## src/include/ivw_params.svh

```systemverilog
// Constants for the interrupt vector and wakeup map
`ifndef IVW_PARAMS_SVH
`define IVW_PARAMS_SVH

`define IVW_NUM_IRQ        30
`define IVW_VEC_RESET      24'h008000
`define IVW_VEC_TRAP       24'h008004
`define IVW_VEC_BASE       24'h008008
`define IVW_VEC_STEP       24'h000004
// Per-source wakeup masks, bit n is interrupt n
`define IVW_WAKE_HALT      30'h2400FFC0
`define IVW_WAKE_TIMED     30'h2400FFD0
`define IVW_WAKE_WAIT      30'h3E7CFFD2
`define IVW_RESERVED_MASK  30'h0183002D

`endif

```

## src/include/ivw_pkg.sv

```systemverilog
// Types for the interrupt vector and wakeup map
`default_nettype none
package ivw_pkg;
  typedef enum logic [2:0] {
    IVW_RUN   = 3'h0,
    IVW_WFI   = 3'h1,
    IVW_WFE   = 3'h3,
    IVW_TIMED = 3'h2,
    IVW_HALT  = 3'h6
  } ivw_power_t;

  typedef enum logic [1:0] {
    IVW_IDLE   = 2'h0,
    IVW_OFFER  = 2'h1,
    IVW_RETURN = 2'h3
  } ivw_state_t;
endpackage
`default_nettype wire

```

## src/include/ivw_req_if.sv

```systemverilog
// Carrier between the top and the request synchroniser
`timescale 1ns/1ps
`default_nettype none
interface ivw_req_if;
  logic [29:0] raw;
  logic [29:0] clean;
  modport sync (input raw, output clean);
  modport top  (output raw, input clean);
endinterface
`default_nettype wire

```

## src/rtl/ivw_sync.sv

```systemverilog
// Three-stage synchroniser for peripheral request lines
`timescale 1ns/1ps
`default_nettype none
module ivw_sync
  import ivw_pkg::*;
(
  // Clock and reset
  input wire logic clock,
  input wire logic rst_b,
  // Request lines
  ivw_req_if.sync  req
);
  logic [29:0] s1;
  logic [29:0] s2;
  logic [29:0] s3;
  logic [29:0] held;
  logic [29:0] next_held;

  // A change counts only once stages two and three agree
  always_comb begin
    next_held = held;
    for (int i = 0; i < 30; i++) begin
      if (s2[i] == s3[i]) begin
        next_held[i] = s3[i];
      end
    end
  end

  always_ff @(posedge clock or negedge rst_b) begin
    if (!rst_b) begin
      s1   <= 30'h00000000;
      s2   <= 30'h00000000;
      s3   <= 30'h00000000;
      held <= 30'h00000000;
    end else begin
      s1   <= req.raw;
      s2   <= s1;
      s3   <= s2;
      held <= next_held;
    end
  end

  assign req.clean = held;
endmodule // ivw_sync
`default_nettype wire

```

## src/rtl/irq_vector_wakeup_map.sv

```systemverilog
// Interrupt vector and low-power wakeup map
`timescale 1ns/1ps
`default_nettype none
`include "ivw_params.svh"
module irq_vector_wakeup_map
  import ivw_pkg::*;
(
  // Clock and reset
  input  wire logic        clock,
  input  wire logic        rst_b,
  // Peripheral request lines, bit n is interrupt n
  input  wire logic [29:0] periphReq,
  input  wire logic [29:0] irqEnable,
  input  wire logic        i2cAddrMatch,
  input  wire logic        resetReq,
  input  wire logic        trapReq,
  // Core power state and vector handshake
  input  wire logic [2:0]  powerState,
  input  wire logic        vectorAck,
  output logic             vectorValid,
  output logic [23:0]      vectorAddr,
  output logic             wakeCore,
  output logic             returnToEventWait
);
  // ----------------------------------------------------------------
  // Synchronised requests
  // ----------------------------------------------------------------
  ivw_req_if reqBus ();
  assign reqBus.raw = periphReq & ~`IVW_RESERVED_MASK;
  ivw_sync u_sync (
    .clock (clock),
    .rst_b (rst_b),
    .req   (reqBus.sync)
  );

  // ----------------------------------------------------------------
  // Wakeup decision
  // ----------------------------------------------------------------
  logic [29:0] wakeMask;
  logic [29:0] pending;
  logic        anyWake;

  always_comb begin
    case (ivw_power_t'(powerState))
      IVW_HALT:  wakeMask = `IVW_WAKE_HALT;
      IVW_TIMED: wakeMask = `IVW_WAKE_TIMED;
      IVW_WFI:   wakeMask = `IVW_WAKE_WAIT;
      IVW_WFE:   wakeMask = `IVW_WAKE_WAIT;
      default:   wakeMask = 30'h3FFFFFFF;
    endcase
    // I2C wakes a halt state only on its own address
    if ((powerState == IVW_HALT || powerState == IVW_TIMED) && !i2cAddrMatch) begin
      wakeMask[29] = 1'b0;
    end
  end

  // Only enabled sources count, including in event wait
  assign pending = reqBus.clean & irqEnable & ~`IVW_RESERVED_MASK;
  assign anyWake = |(pending & wakeMask);

  // ----------------------------------------------------------------
  // Priority pick and vector offer
  // ----------------------------------------------------------------
  logic [4:0]  pickIdx;
  logic        pickAny;
  logic [29:0] eligible;

  // In a low-power state a source that cannot wake it must not steal the vector
  assign eligible = pending & wakeMask;

  always_comb begin
    pickIdx = 5'h00;
    pickAny = 1'b0;
    for (int i = 29; i >= 0; i--) begin
      if (eligible[i]) begin
        pickIdx = 5'(i);
        pickAny = 1'b1;
      end
    end
  end

  ivw_state_t  state;
  ivw_state_t  next_state;
  logic        next_vectorValid;
  logic [23:0] next_vectorAddr;
  logic        next_wakeCore;
  logic        next_returnToEventWait;
  logic        fromEventWait;
  logic        next_fromEventWait;

  always_comb begin
    next_state             = state;
    next_vectorValid       = vectorValid;
    next_vectorAddr        = vectorAddr;
    next_wakeCore          = 1'b0;
    next_returnToEventWait = 1'b0;
    next_fromEventWait     = fromEventWait;
    case (state)
      IVW_IDLE: begin
        if (resetReq) begin
          next_wakeCore    = 1'b1;
          next_vectorAddr  = `IVW_VEC_RESET;
          next_vectorValid = 1'b1;
          next_state       = IVW_OFFER;
          next_fromEventWait = 1'b0;
        end else if (trapReq && powerState == IVW_RUN) begin
          next_vectorAddr  = `IVW_VEC_TRAP;
          next_vectorValid = 1'b1;
          next_state       = IVW_OFFER;
          next_fromEventWait = 1'b0;
        end else if (pickAny && (powerState == IVW_RUN || anyWake)) begin
          next_wakeCore    = (powerState != IVW_RUN);
          next_vectorAddr  = `IVW_VEC_BASE + (24'(pickIdx) << 2);
          next_vectorValid = 1'b1;
          next_state       = IVW_OFFER;
          next_fromEventWait = (powerState == IVW_WFE);
        end
      end
      IVW_OFFER: begin
        if (vectorAck) begin
          next_vectorValid = 1'b0;
          next_state       = fromEventWait ? IVW_RETURN : IVW_IDLE;
        end
      end
      IVW_RETURN: begin
        // Serviced from event wait: core goes back there
        next_returnToEventWait = 1'b1;
        next_fromEventWait     = 1'b0;
        next_state             = IVW_IDLE;
      end
      default: next_state = IVW_IDLE;
    endcase
  end

  always_ff @(posedge clock or negedge rst_b) begin
    if (!rst_b) begin
      state             <= IVW_IDLE;
      vectorValid       <= 1'b0;
      vectorAddr        <= 24'h000000;
      wakeCore          <= 1'b0;
      returnToEventWait <= 1'b0;
      fromEventWait     <= 1'b0;
    end else begin
      state             <= next_state;
      vectorValid       <= next_vectorValid;
      vectorAddr        <= next_vectorAddr;
      wakeCore          <= next_wakeCore;
      returnToEventWait <= next_returnToEventWait;
      fromEventWait     <= next_fromEventWait;
    end
  end

  // ----------------------------------------------------------------
  // Checks
  // ----------------------------------------------------------------
  property p_reset_vec;
    @(posedge clock) disable iff (!rst_b)
      (state == IVW_IDLE && resetReq) |=> (vectorAddr == 24'h008000 && wakeCore && vectorValid);
  endproperty
  a_reset_vec: assert property (p_reset_vec) else $error("reset vector wrong");

  property p_trap_nowake;
    @(posedge clock) disable iff (!rst_b)
      (vectorValid && vectorAddr == 24'h008004) |-> !wakeCore;
  endproperty
  a_trap_nowake: assert property (p_trap_nowake) else $error("trap woke core");

  property p_reserved_never;
    @(posedge clock) disable iff (!rst_b)
      vectorValid |-> !(vectorAddr inside {24'h008008, 24'h008010, 24'h008014, 24'h00801C,
        24'h008048, 24'h00804C, 24'h008064, 24'h008068});
  endproperty
  a_reserved_never: assert property (p_reserved_never) else $error("reserved vector");

  property p_halt_only_allowed;
    @(posedge clock) disable iff (!rst_b)
      ($rose(wakeCore) && $past(powerState) == IVW_HALT && !$past(resetReq))
        |-> (vectorAddr inside {[24'h008020:24'h008044], 24'h008070, 24'h00807C});
  endproperty
  a_halt_only_allowed: assert property (p_halt_only_allowed) else $error("bad halt wake");

  property p_timer4_timed;
    @(posedge clock) disable iff (!rst_b)
      ($rose(wakeCore) && $past(powerState) == IVW_TIMED && vectorAddr == 24'h008018)
        |-> $past(pending[4]);
  endproperty
  a_timer4_timed: assert property (p_timer4_timed) else $error("timer wake wrong");

  property p_i2c_halt;
    @(posedge clock) disable iff (!rst_b)
      ($rose(wakeCore) && vectorAddr == 24'h00807C && $past(powerState) == IVW_HALT)
        |-> $past(i2cAddrMatch);
  endproperty
  a_i2c_halt: assert property (p_i2c_halt) else $error("i2c woke halt");

  property p_wfe_return;
    @(posedge clock) disable iff (!rst_b)
      (state == IVW_OFFER && vectorAck && fromEventWait) |-> ##2 returnToEventWait;
  endproperty
  a_wfe_return: assert property (p_wfe_return) else $error("no return to wfe");

  property p_lowest_first;
    @(posedge clock) disable iff (!rst_b)
      (state == IVW_IDLE && !resetReq && !trapReq && pending[6] && pending[26]
        && pending[5:0] == 6'h00 && powerState == IVW_RUN) |=> (vectorAddr == 24'h008020);
  endproperty
  a_lowest_first: assert property (p_lowest_first) else $error("priority wrong");
endmodule // irq_vector_wakeup_map
`default_nettype wire

```

## config.mk

```make
export PLATFORM = sky130hd
export DESIGN_NAME = irq_vector_wakeup_map
export DESIGN_NICKNAME = d
export VERILOG_FILES = /design/src/include/ivw_pkg.sv /design/src/include/ivw_req_if.sv /design/src/rtl/ivw_sync.sv /design/src/rtl/irq_vector_wakeup_map.sv
export VERILOG_INCLUDE_DIRS = /design/src /design/src/include
export SDC_FILE = /design/constraint.sdc
export NUM_CORES = 1
export LEC_CHECK = 0
export BUFFER_PORTS_ARGS = -buffer_cell sky130_fd_sc_hd__buf_2
export CAP_MARGIN = 10
export CORE_ASPECT_RATIO = 0.9
export CORE_UTILIZATION = 43
export CTS_CLUSTER_DIAMETER = 150
export DETAILED_ROUTE_END_ITERATION = 8
export PLACE_DENSITY = 0.67
export SYNTH_ARGS = -nofsm -noshare
export SYNTH_HDL_FRONTEND = slang
export SYNTH_SLANG_ARGS = --single-unit
```

## constraint.sdc

```tcl
create_clock -name clock -period 2.1 [get_ports clock]
set_input_delay 0.105 -clock clock [delete_from_list [all_inputs] [get_ports clock]]
set_output_delay 0.105 -clock clock [all_outputs]
set_load 0.05 [all_outputs]
```

==> results.md, run 1 <==
* Area taken by multi-input logic gates at roughly 1100 sq um
* Power, Total at roughly 4.4 mW
* Final period utilization at between 90 and 100%
* Max clock buf depth at 2
* Class of the most critical setup path: reg -> reg
* Fillers at 675
* CP cell instances: nand2_2 > o21a_1 > a311oi_2 > o211ai_1 > a311oi_2 > nor2_1 > ha_2 > xor2_1 > o31ai_2
* CP arrival at 2370 ps
* Post-DP HPWL at 4690 microns
* Largest stage delay on the critical path at 380 ps
* Critical path buffer and inverter count at 0
* Final Hold Viols at 0
* Sequential share of the synthesized area at 68.7%
* Top-Level Pins at 96
* Number of CTS-inserted buffers at 9
* Sink Count at 101
* Core Region at 8180 sq um
* Setup ws final at 6.28 ps
* Distinct cells, synth at 50
* Sequential standard cell area at 2530 sq um
* Leak at 2.19 nW
* Routed WL per cell at ~13 microns
* Worst-Skew Late Latency at 370 ps
* Drt drc at 0
* Clock Tree Root: clkbuf_8
* Max Freq at 0.478 GHz
* Setup Viol. Count Final at 0
* Ys Warns at 0
* Grt ovf at 0
* Initial antenna violation count at 0
* Drt first pass iters at 4
* Placement Setup Slack at -136 ps
* PortBufs at 62
* Die Wd at 99.5 microns
* Busiest grt layer: met2
* Core Rows at 31
* Cells after synthesis at 264
* Clock transition at path regs at 100 ps
* Synth async-reset ratio at 100%
* Grt met2 use at 25.1%
* Area delta synth->final at 28.2%
* Crit path launch type: register
* Period minus WS final at 2090 ps
* Placer Congestion at 0.835
* Detailed Route WL at 6460 microns
* Seq cells post-synth at ~100
* Initial Util at 45.0%
* Peak supply drop at 0.554 mV
* First-pass GRT wire length at 10600 microns
* Setup TNS after final layout at 0 ps
* Post-DR vias/cell at roughly 4.7
* Pin count of the biggest net entering global routing at 67
* N_diodes at 0
* Syn Std Cell Area at between 3000 and 4000 sq um
* CP Capture Type: register
* Status: finished clean
* Mean Syn Cell Area at 13.9 sq um
* Drt initial violations at 56
* # nets final at 457
* GRT Util Overall at 15.7%
* ANT nets after route at 0
* EDFF count, synth at 0
* Met1 usage at 19.8%
* Die height at 89.8 microns
* CP most frequent cell: a311oi_2
* TritonCTS clock tree: built
* Max_cap viols at 0
* Pwr dens at 932 nW/um^2
* Share of layout cells above drive strength 1 at between 30% and 40%
* Clock skew at 13.1 ps
* GR Util met3 at 5.52%
* Via count at 2370
* Fin. max-slew vios at 0
* Crit path max fanout at 2
* RSZ-0062 raised after global routing: true
* Top_reg_cell synth: dfrtp_1
* Delay-heaviest family, CP: compound AO/OA/AOI/OAI gates
* Vias in the first global route at between 2k and 2.5k
* Critical-path top delay cell: dfrtp_1
* H-tree Lvls at 3
* Worst Path Required at ~2400 ps
* Die ar. at 8930 sq um
* HP Class: in -> reg
-- placed cells by master (no fill, tap or decap), types with 3 or more instances in the layout --
cell type	Yosys	routed
o31ai_1	3	3
inv_6	0	4
nand2_1	29	26
nor2_1	10	10
conb_1	1	17
nand4_1	3	3
inv_1	5	5
nand2_2	0	3
dlygate4sd3_1	0	24
maj3_1	22	22
buf_2	1	61
a22oi_1	6	5
dfrtp_1	101	101
clkbuf_8	0	9
nand3_1	4	4
o21ai_0	5	4
ha_1	4	3
buf_4	17	26
a21oi_1	8	8
o21a_1	3	3
-- cells by family after synthesis --
group / count (synthesis) / share of synthesized area (%)
flip-flops: 101 / 68.7
AND/OR/NAND/NOR: 59 / 8.36
AO/OA/AOI/OAI: 50 / 10.2
adder cells (fa/ha/maj): 26 / 7.34
buffers and inverters: 24 / 4.42
multiplexers: 2 / 0.680
other: 1 / 0.102
XOR/XNOR: 1 / 0.238
-- worst reg2reg max path, delay by kind of cell (launching register included) --
kind	cells	cell delay, ps
compound gates	5	1090
flops	1	380
fa+ha+maj	1	200
simple gates	2	170
xor+xnor	1	160
-- final cells by class --
class / instances / area share [%]
flip-flops and latches: 101 / 53.6
multi-input cells: 155 / 22.9
repair buffers: 112 / 16.1
well taps: 115 / 3.05
clock buffers: 10 / 2.70
clock inverters: 6 / 1.33
inverters: 5 / 0.398
-- stage by stage --
step | area (sq um) | hold WS [ps] | util (%) | std cells
after floorplan | 3740 | -191 | - | 280
after global placement | 4230 | 89.2 | 51.7 | 460
after detailed placement | 4230 | 93.5 | 51.7 | 460
after CTS | 4670 | 32.6 | 57.0 | 500
after global routing | 4720 | 53.3 | 57.7 | 504
final | 4720 | 39.1 | 57.7 | 504
-- path summary, 6_finish.rpt --
kind	startpoint	end	slack, ps	depth (start not counted)
worst max-delay path	u_sync.req.clean[27]	vectorAddr[5]	6	9
worst min-delay path	vectorAck	vectorValid	40	4
worst max register to register	u_sync.req.clean[27]	vectorAddr[5]	6	9
worst min register to register	u_sync.s1[1]	u_sync.s2[1]	340	0
max in group asynchronous	rst_b	u_sync.s3[25]	1200	3
min in group asynchronous	rst_b	u_sync.s1[7]	220	2
-- state kept, by name (all words and copies together), names as in the netlist --
name,cells
u_sync.req.clean,22
u_sync.s1,22
u_sync.s2,22
u_sync.s3,22
vectorAddr,7
state,2
fromEventWait,1
returnToEventWait,1
vectorValid,1
wakeCore,1
-- per-layer routing --
| metal | routed length [microns] | part of all wire [%] | vias to the layer above |
|---|---|---|---|
| met3 | 306 | 4.7 | 11 |
| met5 | 0 | 0 | - |
| met1 | 2940 | 46 | 1151 |
| met2 | 3130 | 48 | 66 |
| met4 | 84 | 1.3 | 0 |
| li1 | - | - | 1142 |
-- report_power, final --
| part | total, mW | internal (mW) | switching (mW) |
|---|---|---|---|
| logic | 1.02 | 0.368 | 0.648 |
| registers | 2.23 | 2.13 | 0.100 |
| clock network | 1.16 | 0.467 | 0.691 |
-- Yosys cell counts, types with 2 or more instances --
cell type,instances,share of area [%]
a21o_1,2,0.41
a21oi_1,8,1.1
a22o_1,2,0.48
a22oi_1,6,1.2
a311oi_1,2,0.48
a31oi_1,2,0.34
a32o_1,2,0.54
a41oi_1,2,0.48
buf_4,17,3.5
dfrtp_1,101,69
ha_1,4,1.4
inv_1,5,0.51
maj3_1,22,6.0
nand2_1,29,3.0
nand2b_1,2,0.34
nand3_1,4,0.54
nand4_1,3,0.51
nor2_1,10,1.0
o21a_1,3,0.61
o21ai_0,5,0.68
o22ai_1,2,0.34
o31ai_1,3,0.61
-- repair_timing --
item | in CTS | in global routing
hold buffers | 24 | 0
hold endpoints to repair | 58 | 0
endpoints found under the setup margin | 1 | 4
resized for setup | 1 | 7
pin swaps | 1 | 6
buffers inserted | 0 | 4
No activity file was read; power rests on OpenSTA's default activity.
==> run 2: changes to the inputs <==
- clock period: 2.1 -> 2.5 ns (I/O delays scaled with it)
==> run 2 against run 1 <==
Compared with the run above: flip-flop and latch count stayed put; die area unchanged; hold slack better by 20 ps; clock power shrank 13%; non-clock buffer count decreased by 23; wire length fell by 0.62%; clock skew shrank 4.7 ps; setup slack improved by 340 ps; critical path type unchanged; critical endpoint unchanged; largest power group unchanged; highest routed layer unchanged.
==> results.md, run 2 (same netlist as run 1, synthesis figures left out) <==
* Status: finished clean
* Drt initial violations at 67 (+20%)
* Share of layout cells above drive strength 1 at 24.9% (-5.7 points)
* Max clock buf depth at 2 (unchanged)
* Peak supply drop at 0.476 mV (-14%)
* Worst Path Required at 2790 ps (+410 ps)
* Via count at 2269 (-4.3%)
* Min-Delay Path Depth at 4 (unchanged)
* Top-Level Pins at 96 (unchanged)
* Leak at 2.08 nW (-5.1%)
* Post-DP HPWL at 4580 microns (-2.5%)
* Initial antenna violation count at 0 (unchanged)
* HP Class: in -> reg
* PortBufs at 62 (unchanged)
* Setup ws final at 345 ps (+339 ps)
* Die Wd at 99.5 microns (unchanged)
* Initial Util at 45.0% (unchanged)
* Pin count of the biggest net entering global routing at 82 (+22%)
* Crit path launch type: register
* Area delta synth->final at 22.9%
* Routed WL per cell at 13.4 microns (+4.1%)
* Sink Count at 101 (unchanged)
* RSZ-0062 raised after global routing: false
* Drt drc at 0 (unchanged)
* Worst-Skew Late Latency at 370 ps (about the same)
* Final Hold Viols at 0 (unchanged)
* Drt first pass iters at 4 (unchanged)
* Max Freq at 0.464 GHz (-2.8%)
* FF-to-FF path depth at 9 (unchanged)
* Die ar. at 8930 sq um (unchanged)
* Core Rows at 31 (unchanged)
* Clock Tree Root: clkbuf_8
* ANT nets after route at 0 (unchanged)
* Post-DR vias/cell at 4.72 (+0.32%)
* Clock transition at path regs at 100 ps (about the same)
* Slew HR at 33.6%
* Max_cap viols at 0 (unchanged)
* H-tree Lvls at 3 (unchanged)
* Setup TNS after final layout at 0 ps (unchanged)
* Clock skew at 8.39 ps (-4.72 ps)
* Number of CTS-inserted buffers at 9 (unchanged)
* Class of the most critical setup path: reg -> reg
* Grt ovf at 0 (unchanged)
* Vias in the first global route at 2279 (-2.6%)
* First-pass GRT wire length at 10900 microns (+2.3%)
* Final period utilization at 86.2% (-14 points)
* Setup Viol. Count Final at 0 (unchanged)
* Most common cell after layout, fill and taps aside: dfrtp_1
* Period minus WS final at 2150 ps (+61.0 ps)
* Core Region at 8180 sq um (unchanged)
* Fin. max-slew vios at 0 (unchanged)
* Detailed Route WL at 6420 microns (-0.62%)
* Die height at 89.8 microns (unchanged)
* GRT Util Overall at 16.2% (+0.42 points)
* TritonCTS clock tree: built
* Pin slew with the least headroom to its limit at 996 ps
* CP arrival at 2440 ps (+70 ps)
* Placer Congestion at 0.811 (-2.8%)
* Commonest non-fill, non-tap cells in the layout: dfrtp_1 (101), buf_2 (61), nand2_1 (29), dlygate4sd3_1 (24), maj3_1 (22)
* Pwr dens at 811 nW/um^2 (-13%)
* Placement Setup Slack at 103 ps (+239 ps)
* CP Capture Type: register
* # nets final at 434 (-5.0%)
* Crit path max fanout at 3 (+1)
* N_diodes at 0 (unchanged)
[run 2: routing by layer]
layer | part of all wire [%] | up-vias | wire length [microns] | track usage (%)
li1 | - | 1095 | - | -
met5 | 0 | - | 0 | 0
met1 | 46 | 1104 | 2950 | 21.1
met3 | 4.9 | 12 | 312 | 6.14
met2 | 47 | 58 | 3030 | 24.7
met4 | 1.9 | 0 | 122 | 5.76
[run 2: cell type report]
type	instances	area (sq um)
Fill cell	678	3660
Clock buffer	10	138
Inverter	5	18.8
Clock inverter	6	62.6
Timing Repair Buffer	89	576
Sequential cell	101	2530
Tap cell	115	144
Multi-Input combinational cell	155	1060
[run 2: stage by stage]
stage          utilization, %  hold slack [ps]  cell area (sq um)  std cells  power (mW)
3_3_place_gp             49.8              233               4080        441        2.64
4_1_cts                  55.2             42.3               4520        481        3.71
5_1_grt                  55.3             85.5               4520        481        3.88
6_report                 55.3             58.7               4520        481        3.67
2_1_floorplan               -             -171               3740        280        2.47
3_5_place_dp             49.8              234               4080        441        2.67
[run 2: critical path, cell delays in order (launching register included)]
cell and delay (ps):
dfrtp_1 410, a22oi_1 250, nor2_1 90, a311oi_1 230
o211ai_1 120, a311oi_2 320, nor2_1 80, ha_1 220
xor2_1 170, o31ai_2 180
[run 2: repair_timing]
item / CTS / global route
hold buffers: 24 / 0
resized for setup: 0 / 1
endpoints found under the setup margin: 0 / 1
setup buffers: 0 / 0
endpoints found under the hold margin: 102 / 0
[run 2: power breakdown]
group,switching [mW],internal [mW],total [mW]
registers,0.0869,1.79,1.87
logic,0.527,0.261,0.789
clock network,0.589,0.417,1.01
[run 2: worst paths after layout]
check                                      from            end  slack [ps]
max                        u_sync.req.clean[20]  vectorAddr[5]         350
min                                   vectorAck    vectorValid          60
max reg2reg                u_sync.req.clean[20]  vectorAddr[5]         350
min reg2reg                        u_sync.s1[1]   u_sync.s2[1]         350
max in group asynchronous                 rst_b  u_sync.s1[27]        1290
min in group asynchronous                 rst_b   u_sync.s1[9]         440
==> run 3: changes to the inputs <==
- clock period: 2.5 -> 2 ns (I/O delays scaled with it)
==> run 3 against run 2 <==
Compared with the run above: the flow now finishes with violations (negative setup slack); critical endpoint unchanged; largest power group unchanged; cell area rose by 5.9%; die area is the same; final cell count is 5.2% higher; sequential share of layout area fell by 3.1 points; highest routed layer unchanged; setup slack got worse by 480 ps; sequential power grew 25%.
==> results.md, run 3 (same netlist as run 1, synthesis figures left out) <==
* Sw Pwr at 1.56 mW (+30%)
* H-tree Lvls at 3 (unchanged)
* Net Sw Frac at 33.2% (+0.43 points)
* Clock skew at 9.29 ps (+0.902 ps)
* Crit path launch type: register
* Worst Path Required at 2280 ps (-510 ps)
* Sequential standard cell area at 2530 sq um (unchanged)
* Peak supply drop at 0.484 mV (+1.7%)
* Power, Total at 4.70 mW (+28%)
* Fillers at 672 (-0.88%)
* Drt initial violations at 48 (-28%)
* Area taken by multi-input logic gates at 1130 sq um (+7.1%)
* Class of the most critical setup path: reg -> reg
* Via count at 2411 (+6.3%)
* Die ar. at 8930 sq um (unchanged)
* Pwr dens at 981 nW/um^2 (+21%)
* Final period utilization at 107% (+21 points)
* # nets final at 459 (+5.8%)
* Post-Place Cells at 463 (+5.0%)
* Worst-Skew Late Latency at 370 ps (about the same)
* Die height at 89.8 microns (unchanged)
* Min-Delay Startpoint: vectorAck
* Number of CTS-inserted buffers at 9 (unchanged)
* Period minus WS final at 2140 ps (-16.3 ps)
* Drt first pass iters at 4 (unchanged)
* Clock share of power at 25.9% (-1.5 points)
* Vias in the first global route at 2415 (+6.0%)
* CP Capture Type: register
* GRT Util Overall at 16.8% (+0.62 points)
* Hold_ws at 48.4 ps (-10.3 ps)
* R2R Path Start: u_sync.req.clean[20]
* TritonCTS clock tree: built
* Post-DR vias/cell at 4.76 (+1.0%)
* Grt ovf at 0 (unchanged)
* Fin util at 58.5% (+3.3 points)
* Core Region at 8180 sq um (unchanged)
* Sequential power share at 49.8% (-1.3 points)
* Clock transition at path regs at 90 ps (about the same)
* Max clock buf depth at 2 (unchanged)
* Area of placed instances at 4250 sq um (+4.4%)
* Fin. max-slew vios at 0 (unchanged)
* Die Wd at 99.5 microns (unchanged)
* Final Hold Viols at 0 (unchanged)
* HP Class: in -> reg
* Routed WL per cell at 13.6 microns (+2.0%)
* Share of layout cells above drive strength 1 at 33.0% (+8.1 points)
* Commonest non-fill, non-tap cells in the layout: dfrtp_1 (101), buf_2 (61), buf_4 (28), nand2_1 (27), dlygate4sd3_1 (24)
* Sink Count at 101 (unchanged)
* Pin slew with the least headroom to its limit at 540 ps (-456 ps)
* Setup Viol. Count Final at 3 (+3)
* Pin count of the biggest net entering global routing at 44 (-46%)
* ANT nets after route at 0 (unchanged)
* Initial antenna violation count at 0 (unchanged)
* Internal power at 3.14 mW (+27%)
* Core Rows at 31 (unchanged)
* Leak at 2.22 nW (+6.7%)
* Initial Util at 45.0% (unchanged)
* Top-Level Pins at 96 (unchanged)
* Post-DP HPWL at 4810 microns (+5.1%)
* Clock Tree Root: clkbuf_8
* Placement Setup Slack at -220 ps (-323 ps)
* CP arrival at 2420 ps (-20 ps)
* PortBufs at 62 (unchanged)
* Max_cap viols at 0 (unchanged)
* Combinational share of power at 24.3% (+2.8 points)
* Most common cell after layout, fill and taps aside: dfrtp_1
* Placer Congestion at 0.841 (+3.7%)
* Slew HR at 64.0% (+30 points)
* Max Freq at 0.468 GHz (+0.76%)
* Failing checks: negative setup slack
* First-pass GRT wire length at 11300 microns (+4.1%)
* Drt drc at 0 (unchanged)
* Fin area at 4790 sq um (+5.9%)
* N_diodes at 0 (unchanged)
* Crit path max fanout at 2 (-1)
* Area delta synth->final at 30.1%
* Setup TNS after final layout at -317 ps (-317 ps)
* Finished Layout Cells at 506 (+5.2%)
* Detailed Route WL at 6890 microns (+7.3%)
* Status: finished with violations
* Critical Path Source: u_sync.req.clean[20]
* FF-to-FF path depth at 9 (unchanged)
* Min-Delay Path Depth at 4 (unchanged)
* RSZ-0062 raised after global routing: true
* Setup ws final at -138 ps (-484 ps)
==> run 3: timing repair <==
item | in CTS | in global routing
buffers inserted | 1 | 2
pin swaps | 4 | 12
endpoints found under the setup margin | 4 | 11
hold endpoints to repair | 64 | 0
hold buffers | 24 | 0
resized for setup | 3 | 16
==> run 3: routing by layer <==
| layer | vias up | GRT usage (%) | part of all wire (%) | wire length, microns |
|---|---|---|---|---|
| li1 | 1150 | - | - | - |
| met1 | 1180 | 21.5 | 45 | 3100 |
| met5 | - | 0 | 0 | 0 |
| met3 | 13 | 5.05 | 4.2 | 287 |
| met2 | 68 | 25.9 | 49 | 3380 |
| met4 | 0 | 8.58 | 1.7 | 120 |
==> run 3: worst paths after layout <==
check,to,slack [ps]
worst max-delay path,vectorAddr[5],-140
worst min-delay path,vectorValid,50
worst max register to register,vectorAddr[5],-140
worst min register to register,u_sync.s2[29],350
max in group asynchronous,u_sync.s2[26],1050
min in group asynchronous,u_sync.s1[9],240
==> run 3: critical path: stages (launching register included) <==
cell and delay [ps]:
dfrtp_1 420, a22oi_2 250, nor2_2 70, a311oi_2 230
o211ai_1 140, a311oi_2 350, nor2_1 100, ha_2 200
xor2_2 140, o31ai_2 160
==> run 3: area by class of cell <==
cell class	instances	share of cell area, %
clock buffer	9	2.59
clock inverter	7	1.44
inverter	5	0.392
multi-input combinational	155	23.6
sequential	101	52.8
tap	115	3.00
timing repair buffer	114	16.2
==> run 3: power by group through the flow <==
stage                     registers, mW  clock network (mW)  logic (mW)
final                              2.34                1.22        1.14
after global routing               2.36                1.35        1.24
after CTS                          2.34                1.26        1.07
after detailed placement           2.38                   0        1.02
after global placement             2.37                   0       0.998
after floorplan                    2.58                   0       0.502
